**src/logic/ftpu_defs.svh**
```systemverilog
`ifndef FTPU_DEFS_SVH
`define FTPU_DEFS_SVH

// ==========================================================================
// Register offsets
`define FTPU_OFS_CTRL 8'h00
`define FTPU_OFS_DELAY 8'h04
`define FTPU_OFS_DUR 8'h08
`define FTPU_OFS_HIGH 8'h0c
`define FTPU_OFS_CHCFG 8'h10
`define FTPU_OFS_USER 8'h14
`define FTPU_OFS_STAT 8'h18

// ==========================================================================
// Field positions
`define FTPU_CTRL_PULSED 0
`define FTPU_CTRL_ACT_HIGH 1
`define FTPU_CTRL_RISING 2
`define FTPU_CH_FIELD_W 4
`define FTPU_CH_FAST_LSB 12
`define FTPU_STAT_ERR_LSB 8

// ==========================================================================
// Reset values
`define FTPU_CTRL_RST 3'h6
`define FTPU_CHCFG_RST 12'h290
`define FTPU_DELAY_RST 33'h0
`define FTPU_DUR_RST 33'h32

// ==========================================================================
// Timing
`define FTPU_CLK_NS 8
`define FTPU_TICK_NS 20
`define FTPU_GREEN_MS 10
`define FTPU_PULSE_MIN_US 1
`define FTPU_PULSE_MAX_S 85

`endif

```
**src/logic/ftpu_pkg.sv**
```systemverilog
package ftpu_pkg;

    // ======================================================================
    // Types
    typedef enum logic [1:0] {ST_IDLE, ST_DELAY, ST_PULSE} ftpu_state_t;
    typedef enum logic [1:0] {SRC_FAULT, SRC_SYNC, SRC_USER, SRC_NONE} ftpu_src_t;
    typedef enum logic [1:0] {DRV_SINK, DRV_SOURCE, DRV_PUSHPULL, DRV_OFF} ftpu_drive_t;

endpackage

```
**src/logic/ftpu_trig_if.sv**
```systemverilog
`timescale 1ns/1ps
`default_nettype none

interface ftpu_trig_if;
    logic level;
    logic rise;
    logic fall;
    modport src (output level, output rise, output fall);
    modport dst (input level, input rise, input fall);
endinterface

`default_nettype wire

```
**src/logic/ftpu_sync_edge.sv**
```systemverilog
`timescale 1ns/1ps
`default_nettype none

module ftpu_sync_edge (
    input wire logic clk,
    input wire logic rst_n,
    input wire logic pin_in,
    ftpu_trig_if.src trig
);

    logic [2:0] stg_q;
    logic [2:0] stg_d;

    // ======================================================================
    // Synchroniser and edge detector
    always_comb begin
        stg_d = {stg_q[1:0], pin_in};
    end

    always_ff @(posedge clk) begin
        if (!rst_n) begin
            stg_q <= 3'h0;
        end else begin
            stg_q <= stg_d;
        end
    end

    // Stage zero is read only by stage one; edges compare stages one and two.
    assign trig.level = stg_q[1];
    assign trig.rise = stg_q[1] & ~stg_q[2];
    assign trig.fall = ~stg_q[1] & stg_q[2];
endmodule

`default_nettype wire

```
**src/logic/ftpu_chan_drv.sv**
```systemverilog
`timescale 1ns/1ps
`default_nettype none

module ftpu_chan_drv #(
    parameter bit FAST_OK = 1'b0
) (
    input wire logic clk,
    input wire logic rst_n,
    input wire logic active,
    input wire ftpu_pkg::ftpu_drive_t drive,
    input wire logic fast,
    output logic hi_q,
    output logic lo_q
);

    logic fast_eff;
    logic hi_d;
    logic lo_d;

    // ======================================================================
    // Driver stage selection
    assign fast_eff = FAST_OK & fast;

    always_comb begin
        hi_d = 1'b0;
        lo_d = 1'b0;
        if (fast_eff) begin
            // Low-latency drive pulls the pin low while the signal is active.
            lo_d = active;
        end else begin
            case (drive)
                ftpu_pkg::DRV_SINK: lo_d = active;
                ftpu_pkg::DRV_SOURCE: hi_d = active;
                ftpu_pkg::DRV_PUSHPULL: begin
                    hi_d = active;
                    lo_d = ~active;
                end
                default: hi_d = 1'b0;
            endcase
        end
    end

    always_ff @(posedge clk) begin
        if (!rst_n) begin
            hi_q <= 1'b0;
            lo_q <= 1'b0;
        end else begin
            hi_q <= hi_d;
            lo_q <= lo_d;
        end
    end
endmodule

`default_nettype wire

```
**src/logic/ftpu_top.sv**
```systemverilog
`timescale 1ns/1ps
`default_nettype none
`include "ftpu_defs.svh"

module ftpu_top #(
    parameter int GREEN_CYCLES = `FTPU_GREEN_MS * 1000000 / `FTPU_CLK_NS
) (
    input wire logic clk,
    input wire logic rst_n,
    input wire logic wb_cyc_i,
    input wire logic wb_stb_i,
    input wire logic wb_we_i,
    input wire logic [7:0] wb_adr_i,
    input wire logic [3:0] wb_sel_i,
    input wire logic [31:0] wb_dat_i,
    output logic [31:0] wb_dat_o,
    output logic wb_ack_o,
    input wire logic sync_in,
    input wire logic supply_fault,
    input wire logic [2:0] chan_fault,
    input wire logic [2:0] chan_sense,
    output logic lamp_on,
    output logic fault_active,
    output logic status_red,
    output logic trig_led_green,
    output logic trig_led_yellow,
    output logic [2:0] chan_drive_hi,
    output logic [2:0] chan_drive_lo
);

    localparam int CNT_W = 33;
    localparam int GW = $clog2(GREEN_CYCLES + 1);
    localparam logic [CNT_W-1:0] DUR_MIN =
        CNT_W'((`FTPU_PULSE_MIN_US * 1000 + `FTPU_TICK_NS - 1) / `FTPU_TICK_NS);
    localparam logic [CNT_W-1:0] DUR_MAX =
        CNT_W'(64'd1000000000 * `FTPU_PULSE_MAX_S / `FTPU_TICK_NS);
    localparam logic [5:0] TICK_STEP = 6'(`FTPU_CLK_NS);
    localparam logic [5:0] TICK_MOD = 6'(`FTPU_TICK_NS);
    localparam logic [GW-1:0] GREEN_LOAD = GW'(GREEN_CYCLES);

    function automatic logic [31:0] wb_merge(input logic [31:0] old, input logic [31:0] nw,
                                             input logic [3:0] sel);
        logic [31:0] res;
        res = old;
        for (int b = 0; b < 4; b++) begin
            if (sel[b]) begin
                res[b*8 +: 8] = nw[b*8 +: 8];
            end
        end
        return res;
    endfunction

    // ======================================================================
    // Input synchroniser
    ftpu_trig_if trig ();

    ftpu_sync_edge u_sync (
        .clk(clk),
        .rst_n(rst_n),
        .pin_in(sync_in),
        .trig(trig)
    );

    // ======================================================================
    // Wishbone slave and configuration registers
    logic req;
    logic wr;
    logic ack_q, ack_d;
    logic [31:0] rdata_q, rdata_d;
    logic [31:0] rd_word;
    logic [31:0] new_word;
    logic [2:0] ctrl_q, ctrl_d;
    logic [CNT_W-1:0] delay_q, delay_d;
    logic [CNT_W-1:0] dur_q, dur_d;
    logic [11:0] chcfg_q, chcfg_d;
    logic fast_q, fast_d;
    logic [2:0] user_q, user_d;
    logic fault_q;
    logic lamp_q;
    logic [3:0] err_q;
    ftpu_pkg::ftpu_state_t st_q;

    assign req = wb_cyc_i & wb_stb_i;
    // Writes land on the edge at which the master samples the acknowledge.
    assign wr = req & wb_we_i & ack_q;

    always_comb begin
        case (wb_adr_i)
            `FTPU_OFS_CTRL: rd_word = {29'h0, ctrl_q};
            `FTPU_OFS_DELAY: rd_word = delay_q[31:0];
            `FTPU_OFS_DUR: rd_word = dur_q[31:0];
            `FTPU_OFS_HIGH: rd_word = {30'h0, dur_q[CNT_W-1], delay_q[CNT_W-1]};
            `FTPU_OFS_CHCFG: rd_word = {18'h0, fast_q, 1'b0, chcfg_q};
            `FTPU_OFS_USER: rd_word = {29'h0, user_q};
            `FTPU_OFS_STAT: rd_word = {20'h0, err_q, 2'h0, st_q != ftpu_pkg::ST_IDLE,
                                       lamp_q, fault_q, chan_sense};
            default: rd_word = 32'h0;
        endcase
        new_word = wb_merge(rd_word, wb_dat_i, wb_sel_i);
        ack_d = req & ~ack_q;
        rdata_d = (req & ~ack_q) ? rd_word : rdata_q;
        ctrl_d = ctrl_q;
        delay_d = delay_q;
        dur_d = dur_q;
        chcfg_d = chcfg_q;
        fast_d = fast_q;
        user_d = user_q;
        if (wr) begin
            case (wb_adr_i)
                `FTPU_OFS_CTRL: ctrl_d = new_word[2:0];
                `FTPU_OFS_DELAY: delay_d[31:0] = new_word;
                `FTPU_OFS_DUR: dur_d[31:0] = new_word;
                `FTPU_OFS_HIGH: begin
                    delay_d[CNT_W-1] = new_word[0];
                    dur_d[CNT_W-1] = new_word[1];
                end
                `FTPU_OFS_CHCFG: begin
                    chcfg_d = new_word[11:0];
                    // Only the channel two bit is kept; the other two read back zero.
                    fast_d = new_word[`FTPU_CH_FAST_LSB + 1];
                end
                `FTPU_OFS_USER: user_d = new_word[2:0];
                default: ctrl_d = ctrl_q;
            endcase
        end
    end

    always_ff @(posedge clk) begin
        if (!rst_n) begin
            ack_q <= 1'b0;
            rdata_q <= 32'h0;
            ctrl_q <= `FTPU_CTRL_RST;
            delay_q <= `FTPU_DELAY_RST;
            dur_q <= `FTPU_DUR_RST;
            chcfg_q <= `FTPU_CHCFG_RST;
            fast_q <= 1'b0;
            user_q <= 3'h0;
        end else begin
            ack_q <= ack_d;
            rdata_q <= rdata_d;
            ctrl_q <= ctrl_d;
            delay_q <= delay_d;
            dur_q <= dur_d;
            chcfg_q <= chcfg_d;
            fast_q <= fast_d;
            user_q <= user_d;
        end
    end

    assign wb_ack_o = ack_q;
    assign wb_dat_o = rdata_q;

    // ======================================================================
    // Fault monitor
    logic fault_d;
    logic [3:0] err_d;

    always_comb begin
        err_d = {chan_fault, supply_fault};
        fault_d = |err_d;
    end

    always_ff @(posedge clk) begin
        if (!rst_n) begin
            fault_q <= 1'b0;
            err_q <= 4'h0;
        end else begin
            fault_q <= fault_d;
            err_q <= err_d;
        end
    end

    assign fault_active = fault_q;
    assign status_red = fault_q;

    // ======================================================================
    // Pulse timer
    logic pulsed;
    logic trig_act;
    logic acc_edge;
    logic start;
    logic tick;
    logic sync_pulse;
    logic [5:0] acc_sum;
    logic [4:0] acc_q, acc_d;
    logic [CNT_W-1:0] dur_eff;
    logic [CNT_W-1:0] cnt_q, cnt_d;
    logic [GW-1:0] green_q, green_d;
    ftpu_pkg::ftpu_state_t st_d;
    logic lamp_d, led_g_q, led_g_d, led_y_q, led_y_d;

    assign pulsed = ctrl_q[`FTPU_CTRL_PULSED];
    assign trig_act = trig.level == ctrl_q[`FTPU_CTRL_ACT_HIGH];
    assign acc_edge = ctrl_q[`FTPU_CTRL_RISING] ? trig.rise : trig.fall;
    assign start = pulsed & acc_edge & ~fault_q & (st_q == ftpu_pkg::ST_IDLE);
    assign sync_pulse = st_q == ftpu_pkg::ST_PULSE;
    // The 20 ns step is built from 8 ns clocks by a fractional accumulator.
    assign acc_sum = {1'b0, acc_q} + TICK_STEP;
    assign tick = acc_sum >= TICK_MOD;
    assign dur_eff = (dur_q < DUR_MIN) ? DUR_MIN : ((dur_q > DUR_MAX) ? DUR_MAX : dur_q);

    always_comb begin
        st_d = st_q;
        cnt_d = cnt_q;
        acc_d = tick ? 5'(acc_sum - TICK_MOD) : acc_sum[4:0];
        green_d = (green_q != '0) ? green_q - GW'(1) : green_q;
        if (fault_q || !pulsed) begin
            st_d = ftpu_pkg::ST_IDLE;
        end else begin
            case (st_q)
                ftpu_pkg::ST_IDLE: begin
                    if (start) begin
                        acc_d = 5'h0;
                        green_d = GREEN_LOAD;
                        if (delay_q == '0) begin
                            st_d = ftpu_pkg::ST_PULSE;
                            cnt_d = dur_eff;
                        end else begin
                            st_d = ftpu_pkg::ST_DELAY;
                            cnt_d = delay_q;
                        end
                    end
                end
                ftpu_pkg::ST_DELAY: begin
                    if (tick) begin
                        if (cnt_q == CNT_W'(1)) begin
                            st_d = ftpu_pkg::ST_PULSE;
                            cnt_d = dur_eff;
                        end else begin
                            cnt_d = cnt_q - CNT_W'(1);
                        end
                    end
                end
                ftpu_pkg::ST_PULSE: begin
                    if (tick) begin
                        if (cnt_q == CNT_W'(1)) begin
                            st_d = ftpu_pkg::ST_IDLE;
                        end else begin
                            cnt_d = cnt_q - CNT_W'(1);
                        end
                    end
                end
                default: st_d = ftpu_pkg::ST_IDLE;
            endcase
        end
        lamp_d = ~fault_q & (pulsed ? (st_d == ftpu_pkg::ST_PULSE) : trig_act);
        led_g_d = pulsed ? (green_d != '0) : (trig_act & ~fault_q);
        led_y_d = pulsed & (st_d != ftpu_pkg::ST_IDLE) & (green_d == '0);
    end

    always_ff @(posedge clk) begin
        if (!rst_n) begin
            st_q <= ftpu_pkg::ST_IDLE;
            cnt_q <= '0;
            acc_q <= 5'h0;
            green_q <= '0;
            lamp_q <= 1'b0;
            led_g_q <= 1'b0;
            led_y_q <= 1'b0;
        end else begin
            st_q <= st_d;
            cnt_q <= cnt_d;
            acc_q <= acc_d;
            green_q <= green_d;
            lamp_q <= lamp_d;
            led_g_q <= led_g_d;
            led_y_q <= led_y_d;
        end
    end

    assign lamp_on = lamp_q;
    assign trig_led_green = led_g_q;
    assign trig_led_yellow = led_y_q;

    // ======================================================================
    // Output channels
    for (genvar i = 0; i < 3; i++) begin : g_ch
        ftpu_pkg::ftpu_src_t src;
        ftpu_pkg::ftpu_drive_t drv;
        logic act;

        assign src = ftpu_pkg::ftpu_src_t'(chcfg_q[i*`FTPU_CH_FIELD_W +: 2]);
        assign drv = ftpu_pkg::ftpu_drive_t'(chcfg_q[i*`FTPU_CH_FIELD_W + 2 +: 2]);

        always_comb begin
            case (src)
                ftpu_pkg::SRC_FAULT: act = fault_q;
                ftpu_pkg::SRC_SYNC: act = sync_pulse;
                ftpu_pkg::SRC_USER: act = user_q[i];
                default: act = 1'b0;
            endcase
        end

        ftpu_chan_drv #(.FAST_OK(i == 1)) u_drv (
            .clk(clk),
            .rst_n(rst_n),
            .active(act),
            .drive(drv),
            .fast(fast_q),
            .hi_q(chan_drive_hi[i]),
            .lo_q(chan_drive_lo[i])
        );
    end
endmodule

`default_nettype wire

```
**config.mk**
```make
export PLATFORM = sky130hd
export DESIGN_NAME = ftpu_top
export DESIGN_NICKNAME = d
export VERILOG_FILES = /design/src/logic/ftpu_pkg.sv /design/src/logic/ftpu_trig_if.sv /design/src/logic/ftpu_sync_edge.sv /design/src/logic/ftpu_chan_drv.sv /design/src/logic/ftpu_top.sv
export VERILOG_INCLUDE_DIRS = /design/src /design/src/logic
export SDC_FILE = /design/constraint.sdc
export NUM_CORES = 1
export LEC_CHECK = 0
export BUFFER_PORTS_ARGS = -buffer_cell sky130_fd_sc_hd__buf_2
export CAP_MARGIN = 10
export CORE_UTILIZATION = 50
export CTS_CLUSTER_DIAMETER = 80
export DETAILED_ROUTE_END_ITERATION = 10
export HOLD_SLACK_MARGIN = 0.08
export PLACE_DENSITY_LB_ADDON = 0.2
export REMOVE_ABC_BUFFERS = 1
export SYNTH_ARGS = -nofsm -noshare
export SYNTH_HDL_FRONTEND = slang
export SYNTH_SLANG_ARGS = --single-unit
```
**constraint.sdc**
```tcl
create_clock -name clk -period 2.68 [get_ports clk]
set_input_delay 0 -clock clk [delete_from_list [all_inputs] [get_ports clk]]
set_output_delay 0 -clock clk [all_outputs]
set_load 0.05 [all_outputs]
```
; ---- After elaboration in Yosys (flattened, before gate mapping)
; Cells that the tools add are included.
[op_classes]
n_mux = 40
bitwise_logic = 23
n_lt_le_gt_ge = 3
div = 0
n_reduce_logical = 31
n_eq_ne = 27
n_mul = 0
add_sub_neg = 4
shifts = 0
[ops]
columns = op, count
row1 = $mux 33, 8
row2 = $pmux 32 s7, 1
row3 = $pmux 33 s3, 1
row4 = $mux 21, 4
row5 = $reduce_bool 21->1, 2
row6 = $eq 33x1->1 const B, 1
row7 = $gt 33x32->1 const B, 1
row8 = $logic_not 33->1, 1
row9 = $lt 33x6->1 const B, 1
row10 = $sub 33x1->33 const B, 1
row11 = $mux 8, 4
row12 = $eq 8x5->1 const B, 3
row13 = $logic_not 21->1, 1
row14 = $sub 21x1->21 const B, 1
row15 = $mux 5, 4
row16 = $eq 2x2->1 const B, 8
row17 = $eq 8x4->1 const B, 2
row18 = $reduce_and 2->1, 8
row19 = $eq 2x1->1 const B, 7
row20 = $logic_not 2->1, 7
row21 = $mux 2, 7
row22 = $and 1x1->1, 13
row23 = $not 1->1, 10
row24 = $pmux 1 s3, 3
row25 = other kinds (18), 29
[totals]
latch_bits = 0
romBits = 0
mem_count = 0
input_bits = 57
word_cells = 154
mem_bits_rw = 0
ff_bits = 196
output_inout_bits = 44

; ---- Depth between registers and ports, before layout
; Gate-level depths: netlist (run 1).
[logic_depth]
word_depth = 12
mapped_depth = 12
ltp_nobuf = 11

; ---- Hierarchy
; A second synthesis (run 1) with hierarchy kept.
[unflattened]
cells_unflattened = 1348
area_unflattened_um2 = 10431.3
[by_module_without_submodules]
columns = mod, instances, seq_area_each_um2, cells_each, area_per_inst_um2
row1 = ftpu_top, 1, 3703.6, 1312, 10042.1
row2 = ftpu_chan_drv at g_ch[0].u_drv ..., 2, 40.0, 9, 96.3
row3 = ftpu_chan_drv at g_ch[1].u_drv, 1, 40.0, 10, 105.1
row4 = ftpu_sync_edge, 1, 60.1, 8, 91.3

; ---- Worst setup path after synthesis (run 1)
; Ideal clock, no wire load.
[synth_timing]
path_kind = register -> register
startpoint = reg cnt_q[16]
endpoint = reg cnt_q[0]
required_time_ns = 2.594
slack_ns = 0.175
path_stages_with_launch = 10
t_arrival_ns = 2.419
period_less_slack_ns = 2.505
n_path_buf = 2
cell_sequence = dfxtp_1 > or4_4 > or2_0 > buf_2 > nor4_4 > a22o_4 > nor2b_1 > buf_4 > a31oi_1 > a221oi_2
[synth_via]
elab_chain_len = 4
elab_cells_between_ends = 6
cone_classes = 2 x eq/ne / 3 x mux / 1 x reduce/logical
[synth_lines]
columns = element, line
row1 = start: declaration, ftpu_top.sv:187  ; logic [CNT_W-1:0] cnt_q, cnt_d;
row2 = start signal: assignment, ftpu_top.sv:262  ; cnt_q <= cnt_d;
row3 = $eq 33x1->1 (*), "ftpu_top.sv:226, ftpu_top.sv:236"
row4 = $mux 33, ftpu_top.sv:226  ; if (cnt_q == CNT_W'(1)) begin
row5 = $mux 33, ftpu_top.sv:225  ; if (tick) begin
row6 = $pmux 33 s3, ftpu_top.sv:210  ; case (st_q)
; Mark *: on every way between the ends. The rest lies on a longest branch, timed or not. The select of a mux whose other input is x is not followed.
; A chain may end at the register's enable or synchronous reset.

; ---- Worst setup path after layout (run 1)
[layout_timing]
startpoint = reg cnt_q[16]
endpoint = reg cnt_q[10]
; The elaborated chain is that of the path after synthesis.

==> flow_summary.yaml, run 1 <==
routing:
  drtAntennaViolNets: 0
  dr.pass1.iters: 5
  drt_iter0_markers: 1143
  vias: 10700
  drc_errors: 0
  routedWlPerCell_um: 19.2
  avgViaCountPerCell: 6.10
  wl_um: 33900
global_route:
  grt_pass1_vias: 9940
  grt_usage: 0.332
  grt_pass1_wl_um: 53400
  antenna_found_initial: 0
  grt_max_degree: 77
  overflow: 0
setup_path:
  reg2regPathDepth: 9
  critical_path_class: "reg -> reg"
  crit_buf_inv: 2
  crit_arrival_ns: 2.92
  reg2reg_to: "cnt_q[10]$_SDFFE_PN0P_"
  crit_start: "cnt_q[16]$_SDFFE_PN0P_"
  critical-path-max-stage-delay_ns: 0.55
  r2r_start: "cnt_q[16]$_SDFFE_PN0P_"
  critPathRequiredTime_ns: 3.00
  cp-start-kind: "register"
  crit_top_cell: "buf_4"
  cpMaxStageDelayCell: "or4_4"
  critPathMaxFanout: 6
  crit_cells: 9
  reg2reg_setup_slack_ns: 0.09
  cp_cell_sequence: "or4_4 > or2_0 > nor4_4 > buf_4 > a21o_1 > nor2_1 > buf_4 > a31oi_1 > o21ai_0"
  endpoint_kind: "register"
  critPathTopFamily: "simple AND/OR/NAND/NOR gates"
  critPathCapture: "cnt_q[10]$_SDFFE_PN0P_"
timing:
  rsz0062_at_grt: "false"
  holdWs_ns: 0.0940
  setup_slack_ns: 0.0854
  hold_viol_final: 0
  period_needed_ns: 2.59
  setup_viol: 0
  fin_crit_sh: 0.968
  fin_skew_ns: 0.0125
  max_slew_margin: 0.438
  worst_pin_slew_ns: 0.840
  fmax_mhz: 385
  slew_violations: 0
power:
  switching_share: 0.350
  p_seq_frac: 0.394
  p_int_mw: 5.31
  total_power_mw: 8.17
  ir_worst_vdd_mv: 0.471
  p_sw_mw: 2.86
  p_leak_nw: 5.17
  clkPwrFrac: 0.303
  pwr-share-comb: 0.303
  powerDensity_nw_per_um2: 645
placement:
  port_buffers: 100
  dp_hpwl_um: 24300
  post_dp_cell_area_um2: 11600
  place_ws_ns: 0.0866
  gp_congestion: 0.964
flow_run:
  cap_violations: 0
yosys:
  netlist_area_um2: 10200
  synth_compound_area_frac: 0.247
  synthFlopType: "dfxtp_1"
  yosysSeqAreaShare: 0.381
  synth_top_family_by_area: "simple AND/OR/NAND/NOR gates"
  yosys-top-cells-area: "dfxtp_1 (38%), nor2_1 (7.2%), a21oi_1 (5.8%)"
  synth_adder_area_share: 0.0216
  async_flop_share: 0
  synth_cell_types: 87
  yosysTopAreaCellShare: 0.381
  synth.avg_cell_area_um2: 7.90
  yosys.area_share.simple: 0.249
  synth_edf_count: 0
  yosysTopAreaCell: "dfxtp_1"
  synthXorXnorAreaFrac: 0.0258
  ys_warn_count: 0
  netlist_instances: 1292
  synth_mux_area_frac: 0.0280
  synth_common_cells: "nor2_1 (197), dfxtp_1 (194), nand2_1 (131)"
  synth.most_common_cell: "nor2_1"
  ys_ff_latch: 194
clocking:
  clk_pin_slew_worst_paths_ns: 0.07
  clock-sinks: 194
  cts_tree: "built"
  htreeDepth: 4
  clk_latency_ns: 0.45
  cts.path.max_buffers: 2
  cts-root-buf: "clkbuf_16"
  cts_made_buffers: 17
status:
  status: "finished clean"
final_layout:
  fin_nets: 1557
  syn_to_final_growth_pct: 24.1
  antenna_cells: 0
  fin_area_um2: 12700
  drive_gt1_frac: 0.197
floorplan:
  die_area_um2: 21000
  core_area_um2: 19700
  fp.dieH_um: 145
  ios: 101
  start_util: 0.517
  rows: 51
  die_w_um: 145
hold_path:
  hold_depth: 4
  hold_path_class: "in -> reg"
==> what timing repair did <==
action | 4_1_cts | 5_1_grt
gates resized for setup | 1 | 11
hold buffers | 42 | 0
setup buffers | 0 | 0
endpoints found under the setup margin | 1 | 13
hold endpoints to repair | 81 | 0
pin swaps | 0 | 1
==> worst register-to-register path: cells and delay by family, from the launching register on <==
kind            cells  cell delay, ns
compound gates      3            0.48
buf+inv             2            0.39
flops               1            0.31
simple gates        4            1.31
==> through the flow <==
step / TNS, ns / util / cells
floorplan: -340.27 / - / 1203
global placement: 0 / 0.590 / 1687
detailed placement: 0 / 0.590 / 1687
CTS: 0 / 0.640 / 1761
global route: 0 / 0.642 / 1761
finish: 0 / 0.642 / 1761
==> logic make-up (layout without fill, tap and decap cells) <==
group	Yosys count	after routing
AOI/OAI and AO/OA	378	378
xor gates and xnor gates	30	30
adders and majority gates	17	17
buffers and inverters	121	325
DFF	194	194
muxes	25	25
and+or+nand+nor	527	527
==> state kept, by name (all words and copies together), names as in the netlist, 4 cells and up <==
register  cells
cnt_q        33
delay_q      33
dur_q        33
wb_dat_o     32
green_q      21
chcfg_q      12
err_q         4
==> power groups by stage <==
stage,logic (mW),registers [mW],clock network [mW]
2_1_floorplan,1.43,3.40,0
3_3_place_gp,2.33,3.28,0
3_5_place_dp,2.34,3.29,0
4_1_cts,2.43,3.22,2.50
5_1_grt,2.72,3.25,2.61
6_report,2.48,3.22,2.47
==> cell usage in the layout (no fill, tap or decap), types with 7 or more instances in the layout <==
cell,Yosys,layout
xnor2_1,15,15
xor2_1,15,15
a211oi_1,15,15
a21o_1,8,8
or4_1,9,9
a21oi_1,118,117
o21ai_0,73,72
buf_4,8,113
nor2_1,197,196
and2_1,15,15
dfxtp_1,194,194
inv_1,29,28
nor4_1,28,26
nor3_1,51,50
buf_2,11,100
mux2i_1,15,15
clkbuf_16,0,17
ha_1,16,16
dlygate4sd3_1,0,42
a22oi_1,21,21
a31oi_1,18,18
nand3_1,19,19
a221oi_1,25,25
a221o_1,19,19
mux2_2,8,8
or3_1,13,13
nand2_1,131,130
o31ai_1,7,7
nand4_1,13,13
o211ai_1,8,8
==> worst min-delay path by stage <==
stage,from,slack (ns),endpoint
floorplan,rst_n,0.06,ctrl_q[1]$_SDFFE_PN1P_
global route,wb_dat_i[0],0.10,ctrl_q[0]$_SDFFE_PN0P_
global placement,chan_fault[2],0.22,err_q[3]$_SDFF_PN0_
finish,wb_dat_i[0],0.09,ctrl_q[0]$_SDFFE_PN0P_
detailed placement,sync_in,0.22,u_sync.stg_q[0]$_SDFF_PN0_
CTS,wb_dat_i[0],0.08,ctrl_q[0]$_SDFFE_PN0P_
==> final cells by class <==
type | count | area [um2]
tap | 265 | 332
timing repair buffer | 261 | 1880
sequential | 194 | 3880
fill | 1748 | 7060
clock inverter | 13 | 115
multi-input combinational | 977 | 5890
inverter | 32 | 123
clock buffer | 19 | 433
==> metal layers <==
layer	wire length [um]	vias up	global-route usage
li1	-	5110	-
met1	14600	5085	0.441
met2	15900	475	0.548
met3	2610	66	0.0530
met4	778	0	0.105
met5	0	-	0
Power figures use the tool's default switching activity.
==> run 2: changes to the inputs <==
--- a/config.mk
+++ b/config.mk
@@ -13,6 +13,7 @@
 export DETAILED_ROUTE_END_ITERATION = 10
 export HOLD_SLACK_MARGIN = 0.08
 export PLACE_DENSITY_LB_ADDON = 0.2
+export RECOVER_POWER = 25
 export REMOVE_ABC_BUFFERS = 1
 export SYNTH_ARGS = -nofsm -noshare
 export SYNTH_HDL_FRONTEND = slang
==> flow_summary.yaml, run 2 (synthesized netlist as in run 1, its figures left out) <==
setup_path:
  cp_cell_sequence: "nor4_1 > nand4_1 > nor3_1 > buf_4 > nor2_1 > buf_4 > a221oi_1 > a21oi_1"
  critical-path-max-stage-delay_ns: 0.48
  cp-start-kind: "register"
  endpoint_kind: "register"
  crit_top_cell: "buf_4"
  crit_arrival_ns: 2.93
  cpMaxStageDelayCell: "nor4_1"
  critPathRequiredTime_ns: 3.01
  crit_buf_inv: 2
  r2r_start: "delay_q[30]$_SDFFE_PN0P_"
  critPathTopFamily: "simple AND/OR/NAND/NOR gates"
  crit_start: "delay_q[30]$_SDFFE_PN0P_"
  critical_path_class: "reg -> reg"
  critPathMaxFanout: 9
hold_path:
  hold_path_class: "in -> reg"
  worstHoldStart: "wb_dat_i[0]"
clocking:
  clock-sinks: 194
  cts-root-buf: "clkbuf_16"
  cts_made_buffers: 17
  cts.path.max_buffers: 2
  clk_latency_ns: 0.45
  cts_tree: "built"
  postCtsSetupBuffers: 0
  clk_pin_slew_worst_paths_ns: 0.08
  htreeDepth: 4
routing:
  routedWlPerCell_um: 19.3
  wl_um: 34000
  drtAntennaViolNets: 0
  drt_iter0_markers: 1196
  vias: 10800
  dr.pass1.iters: 6
  drc_errors: 0
  avgViaCountPerCell: 6.13
floorplan:
  die_area_um2: 21000
  start_util: 0.517
  core_area_um2: 19700
  die_w_um: 145
  rows: 51
  fp.dieH_um: 145
  ios: 101
placement:
  gp_congestion: 0.964
  port_buffers: 100
  dp_hpwl_um: 24300
  place_ws_ns: 0.0866
timing:
  fin_skew_ns: 0.0127
  holdWs_ns: 0.0931
  slew_violations: 77
  setup_slack_ns: 0.0783
  worst_pin_slew_ns: 1.61
  hold_viol_final: 0
  rsz0062_at_grt: "false"
  setup_viol: 0
  period_needed_ns: 2.60
  fin_crit_sh: 0.971
  fmax_mhz: 384
  max_slew_margin: -0.0749
global_route:
  overflow: 0
  grt_pass1_vias: 9940
  grt_pass1_wl_um: 53400
  grt_usage: 0.332
  grt_max_degree: 77
  antenna_found_initial: 0
final_layout:
  fin_nets: 1557
  drive_gt1_frac: 0.166
  final_cell_mix: "nor2_1 (196), dfxtp_1 (194), nand2_1 (130)"
  antenna_cells: 0
  reg_top3: "cnt_q (33), delay_q (33), dur_q (33)"
  n_fill_cell: 1786
  syn_to_final_growth_pct: 23.2
  final_common_cell: "nor2_1"
power:
  ir_worst_vdd_mv: 0.477
  p_leak_nw: 4.98
  powerDensity_nw_per_um2: 650
status:
  status: "finished with violations"
  violations: "max-capacitance violations, max-slew violations"
flow_run:
  cap_violations: 1
[run 2: changes by cell type in the layout (fill, tap and decap cells not counted), sizes merged]
cell and delta:
buf -47, clkbuf +47
[run 2: path summary, 6_finish.rpt]
check             slack [ns]  cells past startpoint                          to
setup reg to reg        0.08                      8       cnt_q[5]$_SDFFE_PN0P_
hold / removal          0.09                      4      ctrl_q[0]$_SDFFE_PN0P_
setup / recovery        0.08                      8       cnt_q[5]$_SDFFE_PN0P_
hold reg to reg         0.44                      1  u_sync.stg_q[1]$_SDFF_PN0_
[run 2: repair_timing]
item                                    CTS  global route
endpoints found under the hold margin    81             0
hold buffers                             42             0
pin swaps                                 0             1
resized for setup                         1            11
endpoints found under the setup margin    1            13
[run 2: layout make-up]
class	instances	area, um2	area share
Clock buffer	19	433	0.0344
Clock inverter	13	115	0.00916
Inverter	32	123	0.00975
Multi-Input combinational cell	977	5880	0.468
Sequential cell	194	3880	0.309
Tap cell	265	332	0.0264
Timing Repair Buffer	261	1800	0.143
[run 2: layer usage]
layer | wire length (um) | global-route usage | vias to the layer above
li1 | - | - | 5114
met4 | 881 | 0.105 | 0
met1 | 14600 | 0.441 | 5094
met2 | 15800 | 0.548 | 502
met3 | 2680 | 0.0530 | 83
met5 | 0 | 0 | -
[run 2: metrics by stage]
step	setup TNS, ns	cell area, um2	power, mW	util	std cells
floorplan	-340.27	9820	4.83	-	1203
global placement	0	11600	5.61	0.590	1687
detailed placement	0	11600	5.62	0.590	1687
CTS	0	12600	8.15	0.640	1761
global route	0	12600	8.57	0.638	1761
finish	0	12600	8.17	0.638	1761
[run 2: power breakdown]
part | internal (mW) | switching (mW)
Combinational | 1.01 | 1.46
Sequential | 3.06 | 0.162
Clock | 1.22 | 1.25
[run 2: worst register-to-register path, cell delays in order, from the launching register on]
cell and delay, ns:
dfxtp_1 0.38, nor4_1 0.48, nand4_1 0.25, nor3_1 0.36, buf_4 0.24, nor2_1 0.18, buf_4 0.20, a221oi_1 0.30
a21oi_1 0.10
